$ cat src/hdl/mpr_pkg.sv
package mpr_pkg;

	// ----------------------------------------------------------------
	// register offsets within the relocatable 64-byte window
	// ----------------------------------------------------------------
	localparam logic [5:0] OFS_ASYNC_CTLB0   = 6'h02;
	localparam logic [5:0] OFS_ASYNC_CTLB1   = 6'h03;
	localparam logic [5:0] OFS_ASYNC_STAT0   = 6'h04;
	localparam logic [5:0] OFS_ASYNC_STAT1   = 6'h05;
	localparam logic [5:0] OFS_ASYNC_TX0     = 6'h06;
	localparam logic [5:0] OFS_ASYNC_TX1     = 6'h07;
	localparam logic [5:0] OFS_ASYNC_RX0     = 6'h08;
	localparam logic [5:0] OFS_ASYNC_RX1     = 6'h09;
	localparam logic [5:0] OFS_CSIO_CTL      = 6'h0a;
	localparam logic [5:0] OFS_CSIO_DATA     = 6'h0b;
	localparam logic [5:0] OFS_TMR0_LOW      = 6'h0c;
	localparam logic [5:0] OFS_TMR0_HIGH     = 6'h0d;
	localparam logic [5:0] OFS_TMR_CTL       = 6'h10;
	localparam logic [5:0] OFS_TMR1_LOW      = 6'h14;
	localparam logic [5:0] OFS_TMR1_HIGH     = 6'h15;
	localparam logic [5:0] OFS_RLD1_LOW      = 6'h16;
	localparam logic [5:0] OFS_RLD1_HIGH     = 6'h17;
	localparam logic [5:0] OFS_FREE_RUN      = 6'h18;
	localparam logic [5:0] OFS_DMA0_SRC_LOW  = 6'h20;
	localparam logic [5:0] OFS_DMA0_SRC_HIGH = 6'h21;
	localparam logic [5:0] OFS_DMA0_SRC_BANK = 6'h22;
	localparam logic [5:0] OFS_DMA0_DST_LOW  = 6'h23;
	localparam logic [5:0] OFS_DMA0_DST_HIGH = 6'h24;
	localparam logic [5:0] OFS_DMA0_DST_BANK = 6'h25;
	localparam logic [5:0] OFS_OP_MODE       = 6'h3e;
	localparam logic [5:0] OFS_IO_CTL        = 6'h3f;

	// ----------------------------------------------------------------
	// field positions
	// ----------------------------------------------------------------
	localparam int CTLB_SS_LSB   = 0;
	localparam int CTLB_DR_BIT   = 3;
	localparam int CTLB_PS_BIT   = 5;
	localparam int CTLB_CTS_BIT  = 7;
	localparam int STAT_TDRE_BIT = 1;
	localparam int STAT_DCD_BIT  = 2;
	localparam int STAT_RDRF_BIT = 7;
	localparam int OPERATING_MODE_CONTROL_FETCH_BIT  = 7;
	localparam int OPERATING_MODE_CONTROL_COMPAT_BIT = 5;
	localparam int IOCTL_BASE_LSB  = 6;
	localparam int BANK_BITS       = 3;
	localparam logic [1:0] BASE_FORBIDDEN = 2'h3;
	localparam logic [2:0] SS_EXTERNAL    = 3'h7;

	// ----------------------------------------------------------------
	// divide factors and tick counts
	// ----------------------------------------------------------------
	localparam int DIV_W = 17;
	localparam logic [DIV_W-1:0] ASYNC_PRE_LO  = 17'h0000a;
	localparam logic [DIV_W-1:0] ASYNC_PRE_HI  = 17'h0001e;
	localparam logic [DIV_W-1:0] ASYNC_MUL_LO  = 17'h00010;
	localparam logic [DIV_W-1:0] ASYNC_MUL_HI  = 17'h00040;
	localparam logic [DIV_W-1:0] CSIO_DIV_BASE = 17'h00014;
	localparam logic [4:0]       TMR_TICK_CNT  = 5'h14;
	localparam logic [4:0]       FRC_TICK_CNT  = 5'h0a;
	localparam logic [7:0]       OPERATING_MODE_CONTROL_RST      = 8'he0;

	// ----------------------------------------------------------------
	// carriers
	// ----------------------------------------------------------------
	typedef struct packed {
		logic       io_request_strobe_n;
		logic       rd_n;
		logic       wr_n;
		logic [7:0] addr;
		logic [7:0] wdata;
	} mpr_io_req_t;

	typedef struct packed {
		logic [1:0]      base;
		logic [7:0]      operating_mode_control;
		logic [1:0][7:0] ctlb;
		logic [1:0][7:0] tdr;
		logic [1:0][7:0] rdr;
		logic [1:0]      rdrf;
		logic [1:0]      tdre;
		logic [7:0]      csio_ctl;
		logic [7:0]      csio_tx;
		logic [7:0]      csio_rx;
		logic [7:0]      tmr_ctl;
		logic [15:0]     tmr0;
		logic [15:0]     tmr1;
		logic [15:0]     rld1;
		logic [1:0][7:0] hi_latch;
		logic [18:0]     sar;
		logic [18:0]     dar;
		logic [7:0]      free_running_counter;
		logic [4:0]      tmr_pre;
		logic [4:0]      frc_pre;
		logic            rd_seen;
		logic            wr_seen;
		logic [7:0]      rdata;
		logic            rdata_oe;
		logic [1:0]      tx_load;
		logic            csio_load;
		logic [1:0]      tmr_zero;
		logic            dma_req;
	} mpr_regs_t;

	localparam mpr_regs_t REGS_RST = '{operating_mode_control: OPERATING_MODE_CONTROL_RST, tdre: 2'h3, default: '0};

endpackage

$ cat src/hdl/mpr_baud_div.sv
`timescale 1ns/1ps

module mpr_baud_div #(
	parameter int W = 17
) (
	input  wire logic         clk_in,
	input  wire logic         reset_in,
	input  wire logic [W-1:0] divisor_in,
	input  wire logic         ext_sel_in,
	input  wire logic         ext_clk_in,
	output logic              tick_out
);

	logic [W-1:0] cnt_q;
	logic [W-1:0] cnt_d;
	logic [2:0]   ext_q;
	logic [2:0]   ext_d;
	logic         tick_d;

	// ----------------------------------------------------------------
	// next state
	// ----------------------------------------------------------------
	always_comb begin
		// stage 0 is only ever read by stage 1
		ext_d  = {ext_q[1:0], ext_clk_in};
		tick_d = 1'b0;
		cnt_d  = cnt_q + 1'b1;
		if (ext_sel_in) begin
			cnt_d  = '0;
			tick_d = ext_q[1] & ~ext_q[2];
		end else if (cnt_q >= divisor_in - 1'b1) begin
			// >= so a shrinking divisor cannot run the count away
			cnt_d  = '0;
			tick_d = 1'b1;
		end
	end

	always_ff @(posedge clk_in) begin
		if (reset_in) begin
			cnt_q    <= '0;
			ext_q    <= '0;
			tick_out <= 1'b0;
		end else begin
			cnt_q    <= cnt_d;
			ext_q    <= ext_d;
			tick_out <= tick_d;
		end
	end

endmodule // mpr_baud_div

$ cat src/hdl/mpr_regmap.sv
`timescale 1ns/1ps

module mpr_regmap (
	input  wire logic                 clk_in,
	input  wire logic                 reset_in,
	input  wire mpr_pkg::mpr_io_req_t io_req_in,
	output logic [7:0]                io_rdata_out,
	output logic                      io_rdata_oe_out,
	input  wire logic [1:0]           cts_n_in,
	input  wire logic                 carrier_detect_ch0_n_in,
	input  wire logic [1:0]           async_ext_clk_in,
	input  wire logic                 csio_ext_clk_in,
	input  wire logic [1:0][7:0]      async_rx_byte_in,
	input  wire logic [1:0]           async_rx_valid_in,
	input  wire logic [1:0]           async_tx_taken_in,
	input  wire logic [7:0]           csio_rx_byte_in,
	input  wire logic                 csio_rx_valid_in,
	input  wire logic                 dma0_external_request_n_in,
	input  wire logic                 dma0_src_is_io_in,
	output logic [1:0]                async_baud_tick_out,
	output logic                      csio_baud_tick_out,
	output logic [1:0][7:0]           async_tx_byte_out,
	output logic [1:0]                async_tx_load_out,
	output logic [7:0]                csio_tx_byte_out,
	output logic                      csio_tx_load_out,
	output logic                      fetch_cycle_strobe_enable_out,
	output logic                      io_timing_compat_out,
	output logic [1:0]                timer_zero_out,
	output logic [18:0]               dma0_source_addr_out,
	output logic [18:0]               dma0_dest_addr_out,
	output logic                      dma0_request_out
);

	localparam int DW = mpr_pkg::DIV_W;

	// ----------------------------------------------------------------
	// helpers
	// ----------------------------------------------------------------
	function automatic logic [DW-1:0] async_divisor(input logic [7:0] ctlb);
		logic [DW-1:0] pre;
		logic [DW-1:0] mul;
		pre = ctlb[mpr_pkg::CTLB_PS_BIT] ? mpr_pkg::ASYNC_PRE_HI : mpr_pkg::ASYNC_PRE_LO;
		mul = ctlb[mpr_pkg::CTLB_DR_BIT] ? mpr_pkg::ASYNC_MUL_HI : mpr_pkg::ASYNC_MUL_LO;
		return DW'(pre * mul) << ctlb[mpr_pkg::CTLB_SS_LSB +: 3];
	endfunction

	function automatic logic is_ext(input logic [7:0] ctl);
		return ctl[mpr_pkg::CTLB_SS_LSB +: 3] == mpr_pkg::SS_EXTERNAL;
	endfunction

	// ----------------------------------------------------------------
	// pin synchronisers
	// ----------------------------------------------------------------
	logic [1:0] cts_s1_q;
	logic [1:0] cts_s2_q;
	logic       dcd_s1_q;
	logic       dcd_s2_q;
	logic       dreq_s1_q;
	logic       dreq_s2_q;

	always_ff @(posedge clk_in) begin
		if (reset_in) begin
			cts_s1_q  <= '1;
			cts_s2_q  <= '1;
			dcd_s1_q  <= 1'b1;
			dcd_s2_q  <= 1'b1;
			dreq_s1_q <= 1'b1;
			dreq_s2_q <= 1'b1;
		end else begin
			cts_s1_q  <= cts_n_in;
			cts_s2_q  <= cts_s1_q;
			dcd_s1_q  <= carrier_detect_ch0_n_in;
			dcd_s2_q  <= dcd_s1_q;
			dreq_s1_q <= dma0_external_request_n_in;
			dreq_s2_q <= dreq_s1_q;
		end
	end

	// ----------------------------------------------------------------
	// decode
	// ----------------------------------------------------------------
	mpr_pkg::mpr_regs_t q;
	mpr_pkg::mpr_regs_t d;
	logic               hit;
	logic               rd_now;
	logic               wr_now;
	logic [5:0]         ofs;
	logic [7:0]         wdat;

	// no decode at base 3: that window overlaps the system registers
	assign hit    = (io_req_in.addr[7:6] == q.base) && (q.base != mpr_pkg::BASE_FORBIDDEN);
	assign rd_now = hit && !io_req_in.io_request_strobe_n && !io_req_in.rd_n;
	assign wr_now = hit && !io_req_in.io_request_strobe_n && !io_req_in.wr_n;
	assign ofs    = io_req_in.addr[5:0];
	assign wdat   = io_req_in.wdata;

	// ----------------------------------------------------------------
	// next state
	// ----------------------------------------------------------------
	always_comb begin
		logic       tmr_tick;
		logic       frc_tick;
		logic       rd_start;
		logic       wr_start;
		logic [1:0] req_sel;
		logic [7:0] rmux;
		logic       rvalid;
		rmux      = 8'h00;
		rvalid    = 1'b1;
		req_sel   = 2'h0;
		tmr_tick  = 1'b0;
		frc_tick  = 1'b0;
		d         = q;
		d.rd_seen = rd_now;
		d.wr_seen = wr_now;
		d.tx_load   = '0;
		d.csio_load = 1'b0;
		d.tmr_zero  = '0;
		rd_start  = rd_now && !q.rd_seen;
		wr_start  = wr_now && !q.wr_seen;

		// timer and free-running tick prescalers
		tmr_tick  = q.tmr_pre == mpr_pkg::TMR_TICK_CNT - 5'h01;
		frc_tick  = q.frc_pre == mpr_pkg::FRC_TICK_CNT - 5'h01;
		d.tmr_pre = tmr_tick ? 5'h00 : q.tmr_pre + 5'h01;
		d.frc_pre = frc_tick ? 5'h00 : q.frc_pre + 5'h01;
		if (frc_tick) begin
			d.free_running_counter = q.free_running_counter - 8'h01;
		end
		if (tmr_tick && q.tmr_ctl[0]) begin
			d.tmr0        = q.tmr0 - 16'h0001;
			d.tmr_zero[0] = q.tmr0 == 16'h0001;
		end
		if (tmr_tick && q.tmr_ctl[1]) begin
			d.tmr1        = (q.tmr1 == 16'h0000) ? q.rld1 : q.tmr1 - 16'h0001;
			d.tmr_zero[1] = q.tmr1 == 16'h0001;
		end

		// read mux; high bytes of the counts come from the latch
		unique case (ofs)
			mpr_pkg::OFS_ASYNC_CTLB0,
			mpr_pkg::OFS_ASYNC_CTLB1: begin
				rmux = q.ctlb[ofs[0]];
				rmux[mpr_pkg::CTLB_CTS_BIT] = cts_s2_q[ofs[0]];
			end
			mpr_pkg::OFS_ASYNC_STAT0,
			mpr_pkg::OFS_ASYNC_STAT1: begin
				rmux = 8'h00;
				rmux[mpr_pkg::STAT_RDRF_BIT] = q.rdrf[ofs[0]];
				rmux[mpr_pkg::STAT_TDRE_BIT] = q.tdre[ofs[0]];
				rmux[mpr_pkg::STAT_DCD_BIT]  = !ofs[0] && dcd_s2_q;
			end
			mpr_pkg::OFS_ASYNC_TX0,
			mpr_pkg::OFS_ASYNC_TX1:     rmux = q.tdr[ofs[0]];
			mpr_pkg::OFS_ASYNC_RX0,
			mpr_pkg::OFS_ASYNC_RX1:     rmux = q.rdr[ofs[0]];
			mpr_pkg::OFS_CSIO_CTL:      rmux = q.csio_ctl;
			mpr_pkg::OFS_CSIO_DATA:     rmux = q.csio_rx;
			mpr_pkg::OFS_TMR0_LOW:      rmux = q.tmr0[7:0];
			mpr_pkg::OFS_TMR0_HIGH:     rmux = q.hi_latch[0];
			mpr_pkg::OFS_TMR_CTL:       rmux = q.tmr_ctl;
			mpr_pkg::OFS_TMR1_LOW:      rmux = q.tmr1[7:0];
			mpr_pkg::OFS_TMR1_HIGH:     rmux = q.hi_latch[1];
			mpr_pkg::OFS_RLD1_LOW:      rmux = q.rld1[7:0];
			mpr_pkg::OFS_RLD1_HIGH:     rmux = q.rld1[15:8];
			mpr_pkg::OFS_FREE_RUN:      rmux = q.free_running_counter;
			mpr_pkg::OFS_DMA0_SRC_LOW:  rmux = q.sar[7:0];
			mpr_pkg::OFS_DMA0_SRC_HIGH: rmux = q.sar[15:8];
			mpr_pkg::OFS_DMA0_SRC_BANK: rmux = {5'h00, q.sar[18:16]};
			mpr_pkg::OFS_DMA0_DST_LOW:  rmux = q.dar[7:0];
			mpr_pkg::OFS_DMA0_DST_HIGH: rmux = q.dar[15:8];
			mpr_pkg::OFS_DMA0_DST_BANK: rmux = {5'h00, q.dar[18:16]};
			mpr_pkg::OFS_OP_MODE:       rmux = q.operating_mode_control;
			mpr_pkg::OFS_IO_CTL:        rmux = {q.base, 6'h00};
			default: begin
				// offsets owned by blocks outside this map: leave bus alone
				rmux   = 8'h00;
				rvalid = 1'b0;
			end
		endcase
		d.rdata    = rd_now ? rmux : 8'h00;
		d.rdata_oe = rd_now && rvalid;

		// read side effects on the first cycle of the strobe only
		if (rd_start) begin
			if (ofs == mpr_pkg::OFS_TMR0_LOW) begin
				d.hi_latch[0] = q.tmr0[15:8];
			end
			if (ofs == mpr_pkg::OFS_TMR1_LOW) begin
				d.hi_latch[1] = q.tmr1[15:8];
			end
			if (ofs == mpr_pkg::OFS_ASYNC_RX0 || ofs == mpr_pkg::OFS_ASYNC_RX1) begin
				d.rdrf[ofs[0]] = 1'b0;
			end
		end

		// writes win over counting in the same cycle
		if (wr_start) begin
			unique case (ofs)
				mpr_pkg::OFS_ASYNC_CTLB0,
				mpr_pkg::OFS_ASYNC_CTLB1: begin
					d.ctlb[ofs[0]] = wdat;
					d.ctlb[ofs[0]][mpr_pkg::CTLB_CTS_BIT] = 1'b0;
				end
				mpr_pkg::OFS_ASYNC_TX0,
				mpr_pkg::OFS_ASYNC_TX1: begin
					d.tdr[ofs[0]]     = wdat;
					d.tdre[ofs[0]]    = 1'b0;
					d.tx_load[ofs[0]] = 1'b1;
				end
				mpr_pkg::OFS_CSIO_CTL:      d.csio_ctl = wdat;
				mpr_pkg::OFS_CSIO_DATA: begin
					d.csio_tx   = wdat;
					d.csio_load = 1'b1;
				end
				mpr_pkg::OFS_TMR0_LOW:      d.tmr0[7:0]  = wdat;
				mpr_pkg::OFS_TMR0_HIGH:     d.tmr0[15:8] = wdat;
				mpr_pkg::OFS_TMR_CTL:       d.tmr_ctl    = wdat;
				mpr_pkg::OFS_TMR1_LOW:      d.tmr1[7:0]  = wdat;
				mpr_pkg::OFS_TMR1_HIGH:     d.tmr1[15:8] = wdat;
				mpr_pkg::OFS_RLD1_LOW:      d.rld1[7:0]  = wdat;
				mpr_pkg::OFS_RLD1_HIGH:     d.rld1[15:8] = wdat;
				mpr_pkg::OFS_DMA0_SRC_LOW:  d.sar[7:0]   = wdat;
				mpr_pkg::OFS_DMA0_SRC_HIGH: d.sar[15:8]  = wdat;
				mpr_pkg::OFS_DMA0_SRC_BANK: d.sar[18:16] = wdat[mpr_pkg::BANK_BITS-1:0];
				mpr_pkg::OFS_DMA0_DST_LOW:  d.dar[7:0]   = wdat;
				mpr_pkg::OFS_DMA0_DST_HIGH: d.dar[15:8]  = wdat;
				mpr_pkg::OFS_DMA0_DST_BANK: d.dar[18:16] = wdat[mpr_pkg::BANK_BITS-1:0];
				mpr_pkg::OFS_OP_MODE:       d.operating_mode_control       = wdat;
				mpr_pkg::OFS_IO_CTL:        d.base       = wdat[mpr_pkg::IOCTL_BASE_LSB +: 2];
				default: ;
			endcase
		end

		// hardware sets come last so they win over a clear
		for (int i = 0; i < 2; i++) begin
			if (async_rx_valid_in[i]) begin
				d.rdr[i]  = async_rx_byte_in[i];
				d.rdrf[i] = 1'b1;
			end
			if (async_tx_taken_in[i]) begin
				d.tdre[i] = 1'b1;
			end
		end
		if (csio_rx_valid_in) begin
			d.csio_rx = csio_rx_byte_in;
		end

		// the I/O-side bank picks the request source
		req_sel = dma0_src_is_io_in ? q.sar[17:16] : q.dar[17:16];
		unique case (req_sel)
			2'h0:    d.dma_req = !dreq_s2_q;
			2'h1:    d.dma_req = q.rdrf[0];
			2'h2:    d.dma_req = q.tdre[1];
			default: d.dma_req = 1'b0;
		endcase
	end

	always_ff @(posedge clk_in) begin
		if (reset_in) begin
			q <= mpr_pkg::REGS_RST;
		end else begin
			q <= d;
		end
	end

	// ----------------------------------------------------------------
	// baud dividers
	// ----------------------------------------------------------------
	for (genvar g = 0; g < 2; g++) begin : g_async
		mpr_baud_div #(
			.W(DW)
		) u_div (
			.clk_in    (clk_in),
			.reset_in  (reset_in),
			.divisor_in(async_divisor(q.ctlb[g])),
			.ext_sel_in(is_ext(q.ctlb[g])),
			.ext_clk_in(async_ext_clk_in[g]),
			.tick_out  (async_baud_tick_out[g])
		);
	end

	mpr_baud_div #(
		.W(DW)
	) u_csio_div (
		.clk_in    (clk_in),
		.reset_in  (reset_in),
		.divisor_in(mpr_pkg::CSIO_DIV_BASE << q.csio_ctl[mpr_pkg::CTLB_SS_LSB +: 3]),
		.ext_sel_in(is_ext(q.csio_ctl)),
		.ext_clk_in(csio_ext_clk_in),
		.tick_out  (csio_baud_tick_out)
	);

	// ----------------------------------------------------------------
	// outputs
	// ----------------------------------------------------------------
	assign io_rdata_out                  = q.rdata;
	assign io_rdata_oe_out               = q.rdata_oe;
	assign async_tx_byte_out             = q.tdr;
	assign async_tx_load_out             = q.tx_load;
	assign csio_tx_byte_out              = q.csio_tx;
	assign csio_tx_load_out              = q.csio_load;
	assign fetch_cycle_strobe_enable_out = q.operating_mode_control[mpr_pkg::OPERATING_MODE_CONTROL_FETCH_BIT];
	assign io_timing_compat_out          = q.operating_mode_control[mpr_pkg::OPERATING_MODE_CONTROL_COMPAT_BIT];
	assign timer_zero_out                = q.tmr_zero;
	assign dma0_source_addr_out          = q.sar;
	assign dma0_dest_addr_out            = q.dar;
	assign dma0_request_out              = q.dma_req;

endmodule // mpr_regmap

$ cat config.mk
export PLATFORM = sky130hd
export DESIGN_NAME = mpr_regmap
export DESIGN_NICKNAME = d
export VERILOG_FILES = /design/src/hdl/mpr_pkg.sv /design/src/hdl/mpr_baud_div.sv /design/src/hdl/mpr_regmap.sv
export SDC_FILE = /design/constraint.sdc
export NUM_CORES = 1
export LEC_CHECK = 0
export BUFFER_PORTS_ARGS = -buffer_cell sky130_fd_sc_hd__buf_4
export CORE_MARGIN = 1
export CORE_UTILIZATION = 50
export CTS_CLUSTER_DIAMETER = 60
export DETAILED_ROUTE_END_ITERATION = 10
export GPL_ROUTABILITY_DRIVEN = 0
export MAX_ROUTING_LAYER = met4
export PLACE_DENSITY = 0.67
export SLEW_MARGIN = 20
export SYNTH_ARGS = -nofsm -noshare
export SYNTH_HDL_FRONTEND = slang
export SYNTH_SLANG_ARGS = --single-unit
$ cat constraint.sdc
create_clock -name clk_in -period 9.4 [get_ports clk_in]
set_clock_uncertainty 0.05 [all_clocks]
set_input_delay 1.88 -clock clk_in [delete_from_list [all_inputs] [get_ports clk_in]]
set_output_delay 1.88 -clock clk_in [all_outputs]
set_load 0.03 [all_outputs]
==> flow_summary.json, run 1 <==
{
  "ctsHoldBuffers": 0,
  "die_h_um": 179.5,
  "rsz0062_at_grt": "no",
  "post_cts_buffers": 0,
  "maxSlewHeadroom": 0.3083,
  "syn_avg_cell_area_sq_um": 8.815,
  "clkSlewWorstSetupHoldPaths_ns": 0.06,
  "port-buffer-count": 139,
  "min_period_ns": 3.927,
  "core_sq_um": 30830,
  "met3_usage": 0.04214,
  "yosys-top-cells-count": "nor2_1, dfxtp_1, mux2i_1, buf_4, nand2_1",
  "r2r_slack_ns": 5.47,
  "path_cells": "nor2_1 -> or3_1 -> ha_1 -> nor2_1 -> nor3_1 -> a221oi_1 -> nand2_1 -> ha_1 -> a21o_1 -> a21o_1 -> a211oi_1 -> o211ai_1 -> buf_4 -> nor2_1",
  "row_count": 64,
  "synthArstFlopShare": 0,
  "clockBufferDepth": 3,
  "leakagePower_nw": 7.411,
  "die-width_um": 179.5,
  "vias_per_cell": 5.983,
  "hpwlAfterDp_um": 31660,
  "min_path_cells": 1,
  "wirelength_um": 45140,
  "critPathLaunchType": "register",
  "first_iter_violations": 1273,
  "grt.busiest_layer": "met2",
  "outcome": "finished with violations",
  "use_met1": 0.3726,
  "synth_warnings": 0,
  "synth_area_leaders": "dfxtp_1, mux2i_1, nor2_1",
  "endpoint_kind": "register",
  "clock-sinks": 300,
  "critical_path_class": "register to register",
  "grt_overflow_total": 0,
  "dieArea_sq_um": 32240,
  "cpPeakStageDelay_ns": 0.82,
  "crit_fanout": 23,
  "max_slew.worst_pin.slew_ns": 1.038,
  "drt_pass1_iterations": 10,
  "drc": 4,
  "synth_seq_cells": 300,
  "grt_pass1_wl_um": 70270,
  "maxSlewViolCount": 0,
  "crit_top_cell": "nor2_1",
  "hold_violations": 0,
  "antenna_found_initial": 1,
  "synth_most_common_cell": "nor2_1",
  "drv_cap": 0,
  "timing.final.crit_share": 0.4178,
  "syn_inst": 1788,
  "r2r-start": "q[205]",
  "cts_buffers": 36,
  "violations": "DRC",
  "cts.repair.resized": 0,
  "clk_latency_ns": 0.53,
  "grt_start_max_net_pins": 99,
  "met2_usage": 0.4302,
  "cts-root-buf": "clkbuf_16",
  "initial_core_util": 0.5112,
  "tritoncts": "yes",
  "worstHoldStart": "dreq_s1_q",
  "synth_edf_count": 0,
  "max_freq_mhz": 254.6,
  "hold_path.class": "register to register",
  "drive_gt1_frac": 0.1410,
  "slowest_stage": "dfxtp_1",
  "antenna_left": 0,
  "ys_seq_area_frac": 0.3810,
  "h-tree-depth": 2,
  "reg2reg_depth": 14,
  "synth_cell_types": 84,
  "yosys.area.top_type": "dfxtp_1",
  "pre_cts_ws_ns": 5.204,
  "worstPathArrival_ns": 4.34,
  "setup_tns_ns": 0,
  "layout_setup_ws_ns": 5.473,
  "ys.flop_type": "dfxtp_1",
  "dr_total_vias": 13280,
  "nNetsFinal": 1911,
  "boundaryPins": 140,
  "cp.required_ns": 9.81,
  "synth_top_area_frac": 0.3810,
  "reg2reg_to": "g_async[0].u_div.cnt_q[8]",
  "syn_to_final_growth_pct": 11.08,
  "min_to": "dreq_s2_q",
  "grt_pass1_vias": 12320,
  "synth_area_sq_um": 15760,
  "post_drt_wl_per_cell_um": 20.33,
  "peakVddDrop_mv": 0.1112,
  "setup_viol": 0,
  "power.density_nw_per_um2": 158.7,
  "grt_use_total": 0.2840
}
kinds of logic after synthesis:
group	synth area share
AO/OA/AOI/OAI	0.1134
other	0.0004765
multiplexers	0.1223
AND/OR/NAND/NOR	0.2207
flip-flops	0.3810
buffers and inverters	0.07391
adder cells (fa/ha/maj)	0.04366
XOR/XNOR	0.04445
metal layers:
metal	up-vias	part of all wire
met5	-	0
met1	6283	0.44
li1	6279	-
met4	0	0.046
met2	584	0.45
met3	137	0.071
stage by stage:
step	total power [W]	hold slack, ns	util	area, sq um	std cells
6_report	0.002779	0.3587	0.5679	17510	2220
5_1_grt	0.002863	0.3796	0.5679	17510	2220
3_3_place_gp	0.001459	0.3434	0.5309	16370	2155
4_1_cts	0.002798	0.3607	0.5678	17510	2219
2_1_floorplan	0.001409	0.3395	-	15780	1793
3_5_place_dp	0.001462	0.3469	0.5311	16370	2156
worst max path at each step:
stage,startpoint,end,slack [ns],cells after the start
after floorplan,io_req_in[11],async_tx_byte_out[0],5.94,6
after CTS,q[205],g_async[0].u_div.cnt_q[8],5.49,14
final,q[205],g_async[0].u_div.cnt_q[8],5.47,14
after global routing,q[205],g_async[0].u_div.cnt_q[3],5.06,14
after detailed placement,io_req_in[8],q[136],5.20,6
after global placement,io_req_in[8],io_rdata_out[1],5.26,6
report_power, final:
group	internal, W	switching, W
Combinational	0.0000471	0.0000883
Clock	0.000790	0.000552
Sequential	0.00129	0.0000124
sequential cells by signal (all words and copies together), names as in the netlist, 2 cells and up:
register                cells
async_tx_byte_out          16
async_tx_load_out           2
csio_tx_byte_out            8
cts_s1_q                    2
cts_s2_q                    2
dma0_dest_addr_out         19
dma0_source_addr_out       19
g_async.u_div.cnt_q        34
g_async.u_div.ext_q         6
g_async.u_div.tick_out      2
io_rdata_out                8
q                         150
timer_zero_out              2
u_csio_div.cnt_q           17
u_csio_div.ext_q            3
cells in the final DEF (no fill, tap or decap), types with 7 or more instances in the layout:
cell type / instances
nand2b_1: 11
a22oi_1: 35
o21ai_0: 38
or3_1: 9
and2_1: 7
buf_4: 146
and4_1: 14
or2_2: 14
nor2_1: 322
conb_1: 7
xnor2_1: 48
xor2_1: 32
nand3_1: 58
mux2i_1: 187
a221oi_1: 8
a31oi_1: 11
nor3b_1: 7
a22o_1: 11
a211oi_1: 27
a2bb2oi_1: 7
nor2b_1: 13
and3_1: 21
dfxtp_1: 300
o211ai_1: 7
nand4_1: 27
nand2_1: 75
ha_1: 55
clkbuf_1: 11
inv_1: 38
o2bb2ai_1: 10
a21oi_1: 50
nor4_1: 13
clkbuf_16: 37
nand3_2: 10
nor3_1: 37
critical path, delay by kind of cell (launching register included):
family | cells | cell delay, ns
fa+ha+maj | 2 | 0.49
simple gates | 6 | 0.91
flops | 1 | 0.82
compound gates | 5 | 1.27
buf+inv | 1 | 0.31
layout make-up:
type	count	area [sq um]
well taps	396	495.5
inverters	38	142.6
diodes	1	2.502
repair buffers	147	1107
flip-flops and latches	300	6006
clock inverters	11	108.9
multi-input cells	1275	8623
clock buffers	52	1022
fillers	2759	13320
Note: power is estimated with default switching activity, not from simulation.
==> run 2: changes to the inputs <==
PLACE_DENSITY = 0.69   (was 0.67)
clock period = 3.6 ns   (was 9.4 ns; I/O delays follow)
==> run 2 against run 1 <==
  * The run still ends with DRC left
  * Core utilization rose by 0.80 points
  * Sequential share of layout area fell by 0.47 points
  * Global-route usage fell by 0.29 points
  * Critical endpoint is now g_async[0].u_div.cnt_q[14]
==> flow_summary.json, run 2 (same netlist as run 1, synthesis figures left out) <==
{
  "post_cts_buffers": 0,
  "critical_path_class": "register to register",
  "slowest_stage": "or3_1",
  "row_count": 64,
  "worstPathArrival_ns": 3.70,
  "port-buffer-count": 139,
  "reg_top3": "q (150), g_async.u_div.cnt_q (34)",
  "power.density_nw_per_um2": 418.6,
  "cp.required_ns": 4.01,
  "min_to": "q[169]",
  "utilization": 0.5759,
  "drive_gt1_frac": 0.1562,
  "grt_use_total": 0.2811,
  "violations": "DRC",
  "layout_commonest_cell": "nor2_1",
  "largest_register_ff_count": 150,
  "syn_to_final_growth_pct": 12.64,
  "critPathLaunchType": "register",
  "grt_pass1_wl_um": 69900,
  "clockBufferDepth": 3,
  "max_slew.worst_pin.slew_ns": 0.8055,
  "path_cells": "or2_2 -> or3_1 -> ha_1 -> nor2_1 -> nor3_1 -> a221oi_1 -> nand2_1 -> ha_1 -> a21o_1 -> a21o_1 -> a211oi_1 -> o211ai_1 -> buf_4 -> nor2_1",
  "initial_core_util": 0.5112,
  "post_drt_wl_per_cell_um": 20.29,
  "setup_viol": 0,
  "finalPower_w": 0.007431,
  "reg2reg_to": "g_async[0].u_div.cnt_q[14]",
  "swShare": 0.2355,
  "clkPwrFrac": 0.494,
  "drt_pass1_iterations": 8,
  "drv_cap": 0,
  "fillers": 2725,
  "clk_latency_ns": 0.52,
  "antenna_left": 0,
  "boundaryPins": 140,
  "top_register": "q",
  "cts-root-buf": "clkbuf_16",
  "r2r_slack_ns": 0.30,
  "min_period_ns": 3.297,
  "grt.busiest_layer": "met2",
  "power_switching_w": 0.001750,
  "wirelength_um": 45470,
  "use_met1": 0.3713,
  "hold_path.class": "input pin to register",
  "pre_cts_ws_ns": 0.2909,
  "layout_setup_ws_ns": 0.3025,
  "rsz0062_at_grt": "no",
  "leakagePower_nw": 7.562,
  "core_sq_um": 30830,
  "dieArea_sq_um": 32240,
  "min_path_cells": 2,
  "tritoncts": "yes",
  "met3_usage": 0.04923,
  "outcome": "finished with violations",
  "hpwlAfterDp_um": 31780,
  "clock-sinks": 300,
  "worstHoldStart": "async_tx_taken_in[0]",
  "nNetsFinal": 1931,
  "maxSlewHeadroom": 0.4590,
  "final_cell_mix": "nor2_1, dfxtp_1, mux2i_1, buf_4, nand2_1",
  "vias_per_cell": 5.957,
  "grt_start_max_net_pins": 165,
  "grt_pass1_vias": 12260,
  "cpPeakStageDelay_ns": 0.37,
  "r2r-start": "q[206]",
  "maxSlewViolCount": 0,
  "peakVddDrop_mv": 0.3729,
  "max_freq_mhz": 303.3,
  "combPwrFrac": 0.049,
  "pwr-share-seq": 0.457,
  "reg2reg_depth": 14,
  "met2_usage": 0.4288,
  "timing.final.crit_share": 0.9160,
  "setup_tns_ns": 0,
  "hold_violations": 0,
  "die_h_um": 179.5,
  "crit_fanout": 16,
  "crit_family": "simple AND/OR/NAND/NOR gates",
  "drc": 6,
  "die-width_um": 179.5,
  "dr_total_vias": 13350,
  "first_iter_violations": 1440,
  "antenna_found_initial": 1,
  "grt_overflow_total": 0,
  "endpoint_kind": "register",
  "h-tree-depth": 2,
  "clkSlewWorstSetupHoldPaths_ns": 0.06,
  "cts_buffers": 35,
  "p_int_w": 0.005681,
  "ctsHoldBuffers": 0,
  "crit_buf_inv": 1
}
-- run 2: cell count changes in the layout (fill, tap and decap cells not counted) --
cell | before | now
inv_6 | 6 | 1
bufinv_16 | 1 | 3
dfxtp_2 | 0 | 1
inv_8 | 0 | 1
dfxtp_1 | 300 | 299
clkbuf_16 | 37 | 36
buf_4 | 146 | 166
clkbuf_8 | 4 | 6
clkinvlp_4 | 1 | 3
clkinv_2 | 2 | 8
buf_12 | 0 | 1
clkbuf_1 | 11 | 2
clkinv_8 | 0 | 2
-- run 2: layout make-up --
cell class                 instances  area (sq um)  area share
clock buffer                      44         991.0     0.05582
antenna                            1         2.502   0.0001410
sequential                       300          6007      0.3384
inverter                          38         142.6    0.008034
multi-input combinational       1275          8623      0.4857
clock inverter                    19         214.0     0.01205
timing repair buffer             168          1277     0.07196
tap                              396         495.5     0.02791
-- run 2: power groups by stage --
stage | Clock, W | Combinational [W] | Sequential, W
after floorplan | 0 | 0.000221 | 0.00346
after global placement | 0 | 0.000352 | 0.00347
after detailed placement | 0 | 0.000359 | 0.00347
after CTS | 0.00372 | 0.000360 | 0.00339
after global routing | 0.00386 | 0.000391 | 0.00340
final | 0.00367 | 0.000364 | 0.00339
-- run 2: timing repair --
item	4_1_cts	5_1_grt
endpoints found under the hold margin	0	0
setup endpoints to repair	0	16
gates resized for setup	0	1
-- run 2: worst max path at each step --
stage	cells after the start	from	slack (ns)	to
after floorplan	15	q[215]	0.22	g_async[1].u_div.cnt_q[10]
after global placement	14	q[206]	0.44	g_async[0].u_div.cnt_q[14]
after detailed placement	14	q[214]	0.29	g_async[1].u_div.cnt_q[15]
after CTS	14	q[214]	0.27	g_async[1].u_div.cnt_q[6]
after global routing	14	q[206]	0.006	g_async[0].u_div.cnt_q[15]
final	14	q[206]	0.30	g_async[0].u_div.cnt_q[14]
-- run 2: routing by layer --
layer,up-vias,share of wire
li1,6307,-
met2,564,0.45
met3,129,0.077
met4,0,0.039
met1,6349,0.44
met5,-,0
-- run 2: through the flow --
step,instances,instance area [sq um],hold slack [ns]
after global placement,2177,16540,0.3442
after floorplan,1793,15780,0.3395
after CTS,2240,17750,0.3218
after global routing,2241,17750,0.3248
final,2241,17750,0.3293
after detailed placement,2177,16540,0.3461
